===== src/frct_defines.vh =====
// Register map, field positions and reset values of the capture/compare timer
// Function
// - Two select bits pick clock source
// - External source counts on rising edges
// - Compare match drives pin to level bit
// - Compare match A can clear counter
// - Per-channel edge bit picks rising/falling
// - Capture delayed during upper-byte read
// - Buffered opposite edges capture both edges
// - Buffer edge sets flag, loads pair via primary
// - Buffered capture delayed by either read
// - Capture flag sets with register load
// - Match strobe when counter leaves match
// - Overflow flag on wrap to zero
// - Low-power modes hold registers reset
// - Seven enabled sources, one shared request
// - Each interrupt follows its own flag
// - Clear beats lower-byte counter write
// - Lower-byte counter write beats increment
// - Compare register write suppresses match
// - Falling divided clock increments, switches too
// - Internal/external switch may increment once
// - Clear on match A only when enabled
// - Compare outputs zero after reset
// - Buffered capture shifts old value down
`ifndef FRCT_DEFINES_VH
`define FRCT_DEFINES_VH

// ==========================================================
// Byte addresses on the 8-bit register port
`define FRCT_A_CNT_HI  4'h0
`define FRCT_A_CNT_LO  4'h1
`define FRCT_A_CMP_HI  4'h2
`define FRCT_A_CMP_LO  4'h3
`define FRCT_A_CAP_HI0 4'h4
`define FRCT_A_CAP_LO3 4'hb
`define FRCT_A_CTRL    4'hc
`define FRCT_A_OCTRL   4'hd
`define FRCT_A_STAT    4'he
`define FRCT_A_IEN     4'hf

// ==========================================================
// Reset values
`define FRCT_CNT_RST   16'h0000
`define FRCT_CMP_RST   16'hffff
`define FRCT_CAP_RST   16'h0000
`define FRCT_CTRL_RST  8'h00
`define FRCT_OCTRL_RST 5'h00
`define FRCT_OCTRL_RSV 3'h7
`define FRCT_CNT_MAX   16'hffff

// ==========================================================
// Control register: edges [7:4] channel a..d, buffer enables, clock
`define FRCT_CTRL_EDGE_LO 4
`define FRCT_CTRL_BUF_A   3
`define FRCT_CTRL_BUF_B   2
`define FRCT_CKS_DIV2     2'h0
`define FRCT_CKS_DIV8     2'h1
`define FRCT_CKS_DIV32    2'h2
`define FRCT_CKS_EXT      2'h3

// Output control register fields
`define FRCT_OC_SEL   4
`define FRCT_OC_OE_A  3
`define FRCT_OC_OE_B  2
`define FRCT_OC_LVL_A 1
`define FRCT_OC_LVL_B 0

// Status register: capture flags [7:4], compare a, b, overflow, clear
`define FRCT_ST_CMP_A 3
`define FRCT_ST_CMP_B 2
`define FRCT_ST_OVF   1
`define FRCT_ST_CLR_A 0

// Prescaler taps for /2, /8 and /32
`define FRCT_TAP_DIV2  0
`define FRCT_TAP_DIV8  2
`define FRCT_TAP_DIV32 4

`endif


===== src/frct_timer.v =====
// Free-running capture/compare timer with byte register port
`timescale 1ns/1ps
`include "frct_defines.vh"
module frct_timer #(
  parameter PRESCALE_W = 5
) (
  input  wire       CLK,
  input  wire       RST_N,
  input  wire [3:0] ADDR,
  input  wire [7:0] WDATA,
  input  wire       WR,
  input  wire       RD,
  output reg  [7:0] RDATA,
  input  wire       LOW_POWER,
  input  wire       EXT_CLK,
  input  wire [3:0] CAPTURE_IN,
  output reg        COMPARE_OUT_A,
  output reg        COMPARE_OUT_A_OE,
  output reg        COMPARE_OUT_B,
  output reg        COMPARE_OUT_B_OE,
  output reg        IRQ
);

  // ==========================================================
  // State
  reg  [PRESCALE_W-1:0] prescale;
  reg                   sel_prev;
  reg  [15:0]           free_running_count;
  reg  [15:0]           compare_reg_a;
  reg  [15:0]           compare_reg_b;
  reg  [15:0]           capture_reg [0:3];
  reg  [7:0]            staging;
  reg  [7:0]            timer_control_reg;
  reg  [4:0]            compare_output_control;
  reg  [3:0]            capture_flag;
  reg                   compare_flag_a;
  reg                   compare_flag_b;
  reg                   overflow_flag;
  reg                   clear_on_match_a;
  reg  [6:0]            irq_enable_reg;

  // ==========================================================
  // Decoded fields
  wire [1:0] clock_select    = timer_control_reg[1:0];
  wire       buffer_enable_a = timer_control_reg[`FRCT_CTRL_BUF_A];
  wire       buffer_enable_b = timer_control_reg[`FRCT_CTRL_BUF_B];
  wire [3:0] capture_edge    = timer_control_reg[7:4];
  wire       cmp_sel         = compare_output_control[`FRCT_OC_SEL];
  wire       output_level_a  = compare_output_control[`FRCT_OC_LVL_A];
  wire       output_level_b  = compare_output_control[`FRCT_OC_LVL_B];

  // Port strobes for the contention cases
  wire wr_cnt_lo = WR & (ADDR == `FRCT_A_CNT_LO);
  wire wr_cmp_lo = WR & (ADDR == `FRCT_A_CMP_LO);
  wire wr_cmp_a  = wr_cmp_lo & ~cmp_sel;
  wire wr_cmp_b  = wr_cmp_lo & cmp_sel;
  wire wr_ctrl   = WR & (ADDR == `FRCT_A_CTRL);
  wire wr_octrl  = WR & (ADDR == `FRCT_A_OCTRL);
  wire wr_stat   = WR & (ADDR == `FRCT_A_STAT);
  wire wr_ien    = WR & (ADDR == `FRCT_A_IEN);

  // ==========================================================
  // Counter clock source
  reg sel_now;
  always @* begin
    case (clock_select)
      `FRCT_CKS_DIV2:  sel_now = prescale[`FRCT_TAP_DIV2];
      `FRCT_CKS_DIV8:  sel_now = prescale[`FRCT_TAP_DIV8];
      `FRCT_CKS_DIV32: sel_now = prescale[`FRCT_TAP_DIV32];
      // inverted so rising external edge reads as falling
      `FRCT_CKS_EXT:   sel_now = ~EXT_CLK;
      default:         sel_now = 1'b0;
    endcase
  end

  // source switches seen as edges too
  // A glitch-free switch would cost a handshake; the stray count is kept
  wire tick = sel_prev & ~sel_now;

  // ==========================================================
  // Compare, clear and overflow
  wire eq_a = (free_running_count == compare_reg_a);
  wire eq_b = (free_running_count == compare_reg_b);
  // strobe when counter leaves matching value
  wire match_a = tick & eq_a & ~wr_cmp_a;
  wire match_b = tick & eq_b & ~wr_cmp_b;
  wire cnt_clear = match_a & clear_on_match_a;
  wire ovf_set = tick & (free_running_count == `FRCT_CNT_MAX) & ~cnt_clear & ~wr_cnt_lo;

  // Counter next value
  reg [15:0] next_count;
  always @* begin
    if (cnt_clear) begin
      next_count = `FRCT_CNT_RST;
    end else if (wr_cnt_lo) begin
      next_count = {staging, WDATA};
    end else if (tick) begin
      next_count = free_running_count + 16'h0001;
    end else begin
      next_count = free_running_count;
    end
  end

  // ==========================================================
  // Capture channels
  wire [3:0] rd_cap_hi;
  wire [3:0] cap_block;
  wire [3:0] cap_strobe;
  wire [3:0] cap_sig;
  wire [3:0] buffered = {buffer_enable_b, buffer_enable_a, buffer_enable_b, buffer_enable_a};

  // Upper-byte address per capture register, channel a in the low nibble
  localparam [15:0] cap_hi_addr = {`FRCT_A_CAP_HI0 + 4'h6, `FRCT_A_CAP_HI0 + 4'h4,
                                   `FRCT_A_CAP_HI0 + 4'h2, `FRCT_A_CAP_HI0};
  genvar gi;
  generate
    for (gi = 0; gi < 4; gi = gi + 1) begin : g_cap
      assign rd_cap_hi[gi] = RD & (ADDR == cap_hi_addr[4 * gi +: 4]);
    end
  endgenerate

  // buffer channel watches the primary input
  assign cap_sig[0] = CAPTURE_IN[0];
  assign cap_sig[1] = CAPTURE_IN[1];
  assign cap_sig[2] = buffer_enable_a ? CAPTURE_IN[0] : CAPTURE_IN[2];
  assign cap_sig[3] = buffer_enable_b ? CAPTURE_IN[1] : CAPTURE_IN[3];

  // buffered pair blocked by either read
  assign cap_block[0] = rd_cap_hi[0] | (buffer_enable_a & rd_cap_hi[2]);
  assign cap_block[1] = rd_cap_hi[1] | (buffer_enable_b & rd_cap_hi[3]);
  assign cap_block[2] = rd_cap_hi[2] | (buffer_enable_a & rd_cap_hi[0]);
  assign cap_block[3] = rd_cap_hi[3] | (buffer_enable_b & rd_cap_hi[1]);

  generate
    for (gi = 0; gi < 4; gi = gi + 1) begin : g_edge
      frct_edge u_edge (
        .clk       (CLK),
        .rst_n     (RST_N),
        .clr       (LOW_POWER),
        .sig       (cap_sig[gi]),
        .edge_rise (capture_edge[3 - gi]),
        .block     (cap_block[gi]),
        .strobe    (cap_strobe[gi])
      );
    end
  endgenerate

  // Primary loads on its own edge, or on the buffer edge when paired
  wire load_a = cap_strobe[0] | (buffer_enable_a & cap_strobe[2]);
  wire load_b = cap_strobe[1] | (buffer_enable_b & cap_strobe[3]);
  // paired buffer channel never loads the count itself
  wire [3:0] cap_load = {cap_strobe[3] & ~buffered[3], cap_strobe[2] & ~buffered[2], load_b, load_a};

  // ==========================================================
  // Capture registers
  integer ci;
  always @(posedge CLK or negedge RST_N) begin
    if (!RST_N) begin
      for (ci = 0; ci < 4; ci = ci + 1) begin
        capture_reg[ci] <= `FRCT_CAP_RST;
      end
    end else if (LOW_POWER) begin
      for (ci = 0; ci < 4; ci = ci + 1) begin
        capture_reg[ci] <= `FRCT_CAP_RST;
      end
    end else begin
      for (ci = 0; ci < 2; ci = ci + 1) begin
        if (cap_load[ci]) begin
          capture_reg[ci] <= free_running_count;
        end
      end
      // buffered capture shifts old value down
      if (buffer_enable_a & load_a) begin
        capture_reg[2] <= capture_reg[0];
      end else if (cap_load[2]) begin
        capture_reg[2] <= free_running_count;
      end
      if (buffer_enable_b & load_b) begin
        capture_reg[3] <= capture_reg[1];
      end else if (cap_load[3]) begin
        capture_reg[3] <= free_running_count;
      end
    end
  end

  // ==========================================================
  // Counter, prescaler and compare registers
  always @(posedge CLK or negedge RST_N) begin
    if (!RST_N) begin
      prescale           <= {PRESCALE_W{1'b0}};
      sel_prev           <= 1'b0;
      free_running_count <= `FRCT_CNT_RST;
      compare_reg_a      <= `FRCT_CMP_RST;
      compare_reg_b      <= `FRCT_CMP_RST;
    end else if (LOW_POWER) begin
      prescale           <= {PRESCALE_W{1'b0}};
      sel_prev           <= 1'b0;
      free_running_count <= `FRCT_CNT_RST;
      compare_reg_a      <= `FRCT_CMP_RST;
      compare_reg_b      <= `FRCT_CMP_RST;
    end else begin
      prescale           <= prescale + {{(PRESCALE_W-1){1'b0}}, 1'b1};
      sel_prev           <= sel_now;
      free_running_count <= next_count;
      // upper byte staged, lower byte commits
      if (wr_cmp_a) begin
        compare_reg_a <= {staging, WDATA};
      end
      if (wr_cmp_b) begin
        compare_reg_b <= {staging, WDATA};
      end
    end
  end

  // ==========================================================
  // Staging byte: write upper stages data, counter/capture read upper stages low half
  reg [7:0] next_staging;
  always @* begin
    next_staging = staging;
    if (WR && (ADDR == `FRCT_A_CNT_HI || ADDR == `FRCT_A_CMP_HI)) begin
      next_staging = WDATA;
    end else if (RD && ADDR == `FRCT_A_CNT_HI) begin
      next_staging = free_running_count[7:0];
    end else if (RD && ADDR >= `FRCT_A_CAP_HI0 && ADDR <= `FRCT_A_CAP_LO3 && !ADDR[0]) begin
      next_staging = capture_reg[ADDR[2:1] ^ 2'h2][7:0];
    end
  end

  always @(posedge CLK or negedge RST_N) begin
    if (!RST_N) begin
      staging <= 8'h00;
    end else if (LOW_POWER) begin
      staging <= 8'h00;
    end else begin
      staging <= next_staging;
    end
  end

  // ==========================================================
  // Control, flags and enables; a hardware set beats a software clear
  always @(posedge CLK or negedge RST_N) begin
    if (!RST_N) begin
      timer_control_reg      <= `FRCT_CTRL_RST;
      compare_output_control <= `FRCT_OCTRL_RST;
      capture_flag           <= 4'h0;
      compare_flag_a         <= 1'b0;
      compare_flag_b         <= 1'b0;
      overflow_flag          <= 1'b0;
      clear_on_match_a       <= 1'b0;
      irq_enable_reg         <= 7'h00;
    end else if (LOW_POWER) begin
      timer_control_reg      <= `FRCT_CTRL_RST;
      compare_output_control <= `FRCT_OCTRL_RST;
      capture_flag           <= 4'h0;
      compare_flag_a         <= 1'b0;
      compare_flag_b         <= 1'b0;
      overflow_flag          <= 1'b0;
      clear_on_match_a       <= 1'b0;
      irq_enable_reg         <= 7'h00;
    end else begin
      if (wr_ctrl) begin
        timer_control_reg <= WDATA;
      end
      if (wr_octrl) begin
        compare_output_control <= WDATA[4:0];
      end
      if (wr_ien) begin
        irq_enable_reg <= WDATA[7:1];
      end
      if (wr_stat) begin
        clear_on_match_a <= WDATA[`FRCT_ST_CLR_A];
      end
      // flag sets with the register load
      capture_flag   <= cap_strobe | (capture_flag & ~({4{wr_stat}} & ~WDATA[7:4]));
      compare_flag_a <= match_a | (compare_flag_a & ~(wr_stat & ~WDATA[`FRCT_ST_CMP_A]));
      compare_flag_b <= match_b | (compare_flag_b & ~(wr_stat & ~WDATA[`FRCT_ST_CMP_B]));
      overflow_flag  <= ovf_set | (overflow_flag & ~(wr_stat & ~WDATA[`FRCT_ST_OVF]));
    end
  end

  // ==========================================================
  // Compare pins
  always @(posedge CLK or negedge RST_N) begin
    if (!RST_N) begin
      COMPARE_OUT_A    <= 1'b0;
      COMPARE_OUT_B    <= 1'b0;
      COMPARE_OUT_A_OE <= 1'b0;
      COMPARE_OUT_B_OE <= 1'b0;
    end else if (LOW_POWER) begin
      COMPARE_OUT_A    <= 1'b0;
      COMPARE_OUT_B    <= 1'b0;
      COMPARE_OUT_A_OE <= 1'b0;
      COMPARE_OUT_B_OE <= 1'b0;
    end else begin
      if (match_a) begin
        COMPARE_OUT_A <= output_level_a;
      end
      if (match_b) begin
        COMPARE_OUT_B <= output_level_b;
      end
      COMPARE_OUT_A_OE <= wr_octrl ? WDATA[`FRCT_OC_OE_A] : compare_output_control[`FRCT_OC_OE_A];
      COMPARE_OUT_B_OE <= wr_octrl ? WDATA[`FRCT_OC_OE_B] : compare_output_control[`FRCT_OC_OE_B];
    end
  end

  // ==========================================================
  // Interrupt request
  // seven enabled sources, one request
  wire [6:0] irq_src = {capture_flag, compare_flag_a, compare_flag_b, overflow_flag};
  always @(posedge CLK or negedge RST_N) begin
    if (!RST_N) begin
      IRQ <= 1'b0;
    end else if (LOW_POWER) begin
      IRQ <= 1'b0;
    end else begin
      IRQ <= |(irq_src & irq_enable_reg);  // One cycle behind the flags
    end
  end

  // ==========================================================
  // Read data, valid only in the cycle after the read strobe
  reg [7:0] rd_mux;
  always @* begin
    case (ADDR)
      `FRCT_A_CNT_HI: rd_mux = free_running_count[15:8];
      `FRCT_A_CNT_LO: rd_mux = staging;
      `FRCT_A_CMP_HI: rd_mux = cmp_sel ? compare_reg_b[15:8] : compare_reg_a[15:8];
      `FRCT_A_CMP_LO: rd_mux = cmp_sel ? compare_reg_b[7:0] : compare_reg_a[7:0];
      `FRCT_A_CTRL:   rd_mux = timer_control_reg;
      `FRCT_A_OCTRL:  rd_mux = {`FRCT_OCTRL_RSV, compare_output_control};
      `FRCT_A_STAT:   rd_mux = {capture_flag, compare_flag_a, compare_flag_b, overflow_flag, clear_on_match_a};
      `FRCT_A_IEN:    rd_mux = {irq_enable_reg, 1'b0};
      // Capture registers: upper byte direct, lower byte from staging
      default:        rd_mux = ADDR[0] ? staging : capture_reg[ADDR[2:1] ^ 2'h2][15:8];
    endcase
  end

  always @(posedge CLK or negedge RST_N) begin
    if (!RST_N) begin
      RDATA <= 8'h00;
    end else begin
      RDATA <= RD ? rd_mux : 8'h00;
    end
  end
endmodule


===== src/frct_edge.v =====
// One capture channel: edge pick and one-clock postponement
`timescale 1ns/1ps
module frct_edge (
  input  wire clk,
  input  wire rst_n,
  input  wire clr,
  input  wire sig,
  input  wire edge_rise,
  input  wire block,
  output wire strobe
);
  reg  prev;
  reg  pend;
  wire hit;

  // ==========================================================
  // Edge detection
  // chosen edge only
  assign hit = edge_rise ? (sig & ~prev) : (~sig & prev);

  assign strobe = pend | (hit & ~block);

  // Input history and pending capture
  always @(posedge clk or negedge rst_n) begin
    if (!rst_n) begin
      prev <= 1'b0;
      pend <= 1'b0;
    end else if (clr) begin
      prev <= 1'b0;
      pend <= 1'b0;
    end else begin
      prev <= sig;
      pend <= hit & block;  // Read in progress, retry next clock
    end
  end
endmodule


===== config.mk =====
export PLATFORM = sky130hd
export DESIGN_NAME = frct_timer
export DESIGN_NICKNAME = d
export VERILOG_FILES = /design/src/frct_timer.v /design/src/frct_edge.v
export VERILOG_INCLUDE_DIRS = /design/src
export SDC_FILE = /design/constraint.sdc
export NUM_CORES = 1
export LEC_CHECK = 0
export BUFFER_PORTS_ARGS = -buffer_cell sky130_fd_sc_hd__clkbuf_2
export CAP_MARGIN = 40
export CORE_ASPECT_RATIO = 1.5
export CORE_MARGIN = 2
export CORE_UTILIZATION = 35
export CTS_CLUSTER_SIZE = 24
export DETAILED_ROUTE_END_ITERATION = 12
export GPL_TIMING_DRIVEN = 0
export SYNTH_ARGS = -nofsm -noshare
export SYNTH_HDL_FRONTEND = slang
export SYNTH_SLANG_ARGS = --single-unit

===== constraint.sdc =====
create_clock -name CLK -period 2.1 [get_ports CLK]
set_clock_uncertainty 0.15 [all_clocks]
set_input_delay 0.42 -clock CLK [delete_from_list [all_inputs] [get_ports CLK]]
set_output_delay 0.42 -clock CLK [all_outputs]
set_load 0.05 [all_outputs]

==> metrics.txt <==
# TYPE chip_impl_metric gauge
chip_impl_metric{name="floorplan.rows",unit=""} 75
chip_impl_metric{name="max_stage_delay",unit="ns"} 0.57
chip_impl_info{name="crit_chain",value="xor2_2, nor4_2, buf_4, nand4_1, buf_6, o21ai_4, buf_6, o211ai_1"} 1
chip_impl_metric{name="power.switching_fraction",unit="%"} 27.1
chip_impl_metric{name="n_antenna_cell",unit=""} 0
chip_impl_info{name="synthMostInstantiatedCell",value="nand2_1"} 1
chip_impl_metric{name="grt_start_max_net_pins",unit=""} 105
chip_impl_metric{name="nets",unit=""} 1171
chip_impl_metric{name="yosys_register_bits",unit=""} 175
chip_impl_info{name="hold_path_startpoint",value="CAPTURE_IN[0]"} 1
chip_impl_metric{name="int_power",unit="mW"} 5.82
chip_impl_metric{name="insertion_delay",unit="ns"} 0.46
chip_impl_info{name="critical_path.reg2reg.endpoint",value="free_running_count[8]$_DFFE_PN0P_"} 1
chip_impl_info{name="largest_family_of_logic_cells_by_synthesized_area",value="simple AND/OR/NAND/NOR gates"} 1
chip_impl_metric{name="syn-mean-instance-area",unit="um^2"} 9.53
chip_impl_metric{name="final-setup-viol-count",unit=""} 43
chip_impl_metric{name="cts_inserted_buffers",unit=""} 17
chip_impl_metric{name="signal_arrival_time_at_the_worst_endpoint",unit="ns"} 2.46
chip_impl_metric{name="power.net_switching",unit="mW"} 2.17
chip_impl_info{name="tritoncts_clock_tree",value="built"} 1
chip_impl_metric{name="fillerInstances",unit=""} 2613
chip_impl_info{name="cp_startpoint_kind",value="register"} 1
chip_impl_info{name="startpoint",value="compare_reg_a[15]$_DFFE_PN1P_"} 1
chip_impl_metric{name="grt_pass1_wl",unit="mm"} 55.9
chip_impl_metric{name="min_delay_path_depth",unit=""} 2
chip_impl_info{name="endpoint_kind",value="register"} 1
chip_impl_metric{name="drt_wl_total",unit="mm"} 37.2
chip_impl_metric{name="r2r_cells",unit=""} 8
chip_impl_metric{name="die_width",unit="um"} 142
chip_impl_info{name="rsz0062_at_grt",value="yes"} 1
chip_impl_metric{name="synthCells",unit=""} 1048
chip_impl_info{name="root_driver",value="clkbuf_16"} 1
chip_impl_metric{name="drv_slew",unit=""} 0
chip_impl_metric{name="synth.yosys.warnings",unit=""} 0
chip_impl_metric{name="leakagePower",unit="nW"} 5.15
chip_impl_metric{name="grt_overflow",unit=""} 0
chip_impl_metric{name="largest_register_ffs",unit=""} 64
chip_impl_info{name="status",value="complete, but fails checks"} 1
chip_impl_metric{name="drt.antenna.violating_nets",unit=""} 0
chip_impl_metric{name="synth_xor_xnor_area_share",unit="%"} 3.07
chip_impl_metric{name="clock_network_power_share",unit="%"} 43.3
chip_impl_info{name="cpMaxStageDelayCell",value="dfstp_2"} 1
chip_impl_metric{name="muxShareOfSynthArea",unit="%"} 12.2
chip_impl_metric{name="globalRouteMet3Util",unit="%"} 4.94
chip_impl_metric{name="worst-endpoint-required",unit="ns"} 2.27
chip_impl_metric{name="cts_buffer_depth",unit=""} 2
chip_impl_metric{name="grt_util_met2",unit="%"} 43.4
chip_impl_metric{name="worst_setup_hold_path_clk_slew",unit="ns"} 0.07
chip_impl_metric{name="post_synth_num_cell_types",unit=""} 78
chip_impl_metric{name="irDropWorstVdd",unit="V"} 0.000557
chip_impl_metric{name="vias",unit=""} 8907
chip_impl_metric{name="worst_slew_pin_slew",unit="ns"} 0.829
chip_impl_metric{name="number_of_enable_type_register_cells_in_the_synthesized_netlist",unit=""} 0
chip_impl_info{name="worst_path_dominant_cell_family",value="flip-flops"} 1
chip_impl_metric{name="synthSimpleGateAreaFrac",unit="%"} 18.2
chip_impl_metric{name="core_area",unit="um^2"} 28100
chip_impl_metric{name="avgRoutedWirePerCell",unit="um"} 24.8
chip_impl_metric{name="post_synth_fa_ha_maj_area_fraction",unit="%"} 1.00
chip_impl_metric{name="die-height",unit="um"} 211
chip_impl_metric{name="place.gp.congestion",unit=""} 0.941
chip_impl_info{name="synth_top_flop_cell",value="dfrtp_1"} 1
chip_impl_metric{name="f_max",unit="MHz"} 437
chip_impl_metric{name="port_buffers",unit=""} 32
chip_impl_metric{name="ios",unit=""} 35
chip_impl_metric{name="ys_seq_area_share",unit="%"} 44.2
chip_impl_metric{name="power_per_cell_area",unit="nW/um^2"} 650
chip_impl_metric{name="synth-compound-area-share",unit="%"} 16.5
chip_impl_metric{name="grt.met1_usage",unit="%"} 27.3
chip_impl_metric{name="design.die.area",unit="um^2"} 29900
chip_impl_metric{name="antenna_found_initial",unit=""} 0
chip_impl_metric{name="netlist.area_leader.share",unit="%"} 35.8
chip_impl_metric{name="fin_crit",unit="ns"} 2.29
chip_impl_metric{name="crit_path_max_fanout",unit=""} 5
chip_impl_metric{name="floorplan.initialDensity",unit="%"} 35.6
chip_impl_metric{name="numPlacedInstances",unit=""} 1428
chip_impl_info{name="netlist_top_cells_area",value="dfrtp_1 36%, dfstp_2 8.4%, nand2_1 7.2%"} 1
chip_impl_metric{name="grt_pass1_vias",unit=""} 9028
chip_impl_metric{name="place_worst_setup_slack",unit="ns"} -1.07
chip_impl_metric{name="drt-initial-drc-count",unit=""} 692
chip_impl_metric{name="ctsHtreeMaxLevel",unit=""} 4
chip_impl_info{name="netlist_top_cells_count",value="192 x nand2_1, 143 x dfrtp_1, 68 x a21oi_1, 67 x nor2_1, 63 x mux2i_1"} 1
chip_impl_metric{name="pwr-share-seq",unit="%"} 44.1
chip_impl_metric{name="max_slew_margin",unit="%"} 44.7
chip_impl_info{name="violated_checks",value="negative setup slack"} 1
chip_impl_metric{name="fin_setup_tns",unit="ns"} -3.17
chip_impl_info{name="regToRegStartpoint",value="compare_reg_a[15]$_DFFE_PN1P_"} 1
chip_impl_metric{name="place_hpwl",unit="mm"} 26.1
chip_impl_info{name="worst_setup_path_category",value="register to register"} 1
chip_impl_metric{name="drc",unit=""} 0
chip_impl_info{name="worst_hold_path.endpoint",value="g_edge[0].u_edge.prev$_DFF_PN0_"} 1
chip_impl_metric{name="final-instance-count-excl-fill",unit=""} 1500
chip_impl_metric{name="final_min_period_over_clock_period",unit="%"} 109
chip_impl_info{name="synth_largest_area_cell",value="dfrtp_1"} 1
chip_impl_metric{name="track_usage",unit="%"} 25.4
chip_impl_metric{name="cell_area_after_synthesis",unit="um^2"} 9990
chip_impl_info{name="timing.hold.worst.class",value="input pin to register"} 1
chip_impl_metric{name="power.combinational.fraction",unit="%"} 12.6
chip_impl_metric{name="finalHoldViolations",unit=""} 0
chip_impl_metric{name="area_growth",unit="%"} 23.1
chip_impl_metric{name="final_core_utilization",unit="%"} 43.8
chip_impl_metric{name="timing.max_cap.violations",unit=""} 0
chip_impl_metric{name="asyncSetResetFlopFracSynth",unit="%"} 100
chip_impl_metric{name="critical_path_buf_inv_count",unit=""} 3
chip_impl_metric{name="post_drt_via_cell_ratio",unit=""} 5.94
chip_impl_metric{name="clkSinkCount",unit=""} 175
chip_impl_metric{name="reg2reg_slack",unit="ns"} -0.19
chip_impl_info{name="cpMostUsedCell",value="buf_6"} 1
chip_impl_metric{name="syn-num-nets",unit=""} 1078
chip_impl_metric{name="firstDrtPassIters",unit=""} 5
chip_impl_metric{name="final_layout_size_suffix_gt1_share",unit="%"} 25.7
chip_impl_info{name="globalRoute.busiestLayer",value="met2"} 1
chip_impl_metric{name="worst_case_setup_margin_in_the_final_layout",unit="ns"} -0.187
## power by group through the flow
stage	clock [mW]	combinational, mW	sequential [mW]
after global placement	0	0.855	3.58
final	3.46	1.01	3.52
after global routing	3.62	1.07	3.53
after CTS	3.50	0.936	3.52
after detailed placement	0	0.869	3.58
after floorplan	0	0.474	3.60
## how the worst max path moves through the flow
stage | cells after the start | end | slack (ns)
6_report | 8 | free_running_count[8]$_DFFE_PN0P_ | -0.19
5_1_grt | 8 | free_running_count[9]$_DFFE_PN0P_ | -0.25
4_1_cts | 8 | free_running_count[8]$_DFFE_PN0P_ | -0.15
3_5_place_dp | 12 | free_running_count[14]$_DFFE_PN0P_ | -1.07
3_3_place_gp | 1 | free_running_count[11]$_DFFE_PN0P_ | -2.91
2_1_floorplan | 11 | capture_reg[47]$_DFFE_PN0P_ | -0.27
## layout make-up
type / instances / area [um^2] / share of cell area, %
Buffer: 83 / 543 / 4.42
Multi-Input combinational cell: 767 / 5500 / 44.8
Tap cell: 346 / 433 / 3.52
Timing Repair Buffer: 78 / 686 / 5.58
Sequential cell: 175 / 4430 / 36.0
Clock inverter: 12 / 183 / 1.49
Clock buffer: 20 / 447 / 3.63
Inverter: 19 / 73.8 / 0.601
## per-layer routing
metal	vias up	share of wire, %
met5	-	0
met4	0	8.9
met3	155	5.1
met2	378	50
met1	4414	36
li1	3960	-
## cell usage in the layout (no fill, tap or decap), drive strengths merged, types with 4 or more instances in the layout
| master | synthesis | final |
|---|---|---|
| a21o | 4 | 4 |
| or2 | 6 | 6 |
| inv | 18 | 21 |
| a221oi | 5 | 5 |
| mux4 | 22 | 22 |
| nor4 | 9 | 9 |
| xnor2 | 18 | 18 |
| a32oi | 20 | 20 |
| nand3 | 54 | 54 |
| a31oi | 10 | 10 |
| clkbuf | 58 | 106 |
| o221a | 8 | 8 |
| mux2i | 66 | 66 |
| nor3 | 13 | 13 |
| nand4 | 12 | 12 |
| a21oi | 69 | 69 |
| clkinv | 1 | 4 |
| bufinv | 0 | 4 |
| nor3b | 11 | 11 |
| dfrtp | 143 | 143 |
| o21ai | 57 | 57 |
| ha | 8 | 8 |
| nand2 | 192 | 192 |
| xor2 | 17 | 17 |
| o211ai | 15 | 15 |
| nand2b | 6 | 6 |
| dfstp | 32 | 32 |
| nor2b | 9 | 9 |
| nor2 | 67 | 67 |
| and3 | 6 | 6 |
| a221o | 7 | 7 |
| mux2 | 4 | 4 |
| buf | 29 | 74 |
| o2111ai | 16 | 16 |
## logic make-up after synthesis
logic type	count (synthesis)
AO/OA/AOI/OAI	235
XOR/XNOR	35
adder cells (fa/ha/maj)	8
buffers and inverters	106
flip-flops	175
multiplexers	92
AND/OR/NAND/NOR	397
## repair_timing
action	CTS	global route
endpoints found under the setup margin	143	140
gates cloned	2	1
gates resized for setup	65	58
pin swaps	31	39
endpoints found under the hold margin	57	0
hold buffers	1	0
buffers inserted	24	17
## per-stage QoR
| stage | cell area (um^2) | total power [mW] | hold WS (ns) |
|---|---|---|---|
| after floorplan | 10100 | 4.07 | -0.0256 |
| after global placement | 10700 | 4.43 | 0.326 |
| after detailed placement | 10800 | 4.45 | 0.320 |
| after CTS | 11800 | 7.95 | 0.0833 |
| after global routing | 12300 | 8.22 | 0.103 |
| final | 12300 | 7.99 | 0.104 |
## worst register-to-register path, stage by stage (launching register included)
cell and delay [ns]:
dfstp_2 0.57, xor2_2 0.08, nor4_2 0.33, buf_4 0.20
nand4_1 0.10, buf_6 0.17, o21ai_4 0.29, buf_6 0.18
o211ai_1 0.09
No activity file was read; power rests on OpenSTA's default activity.
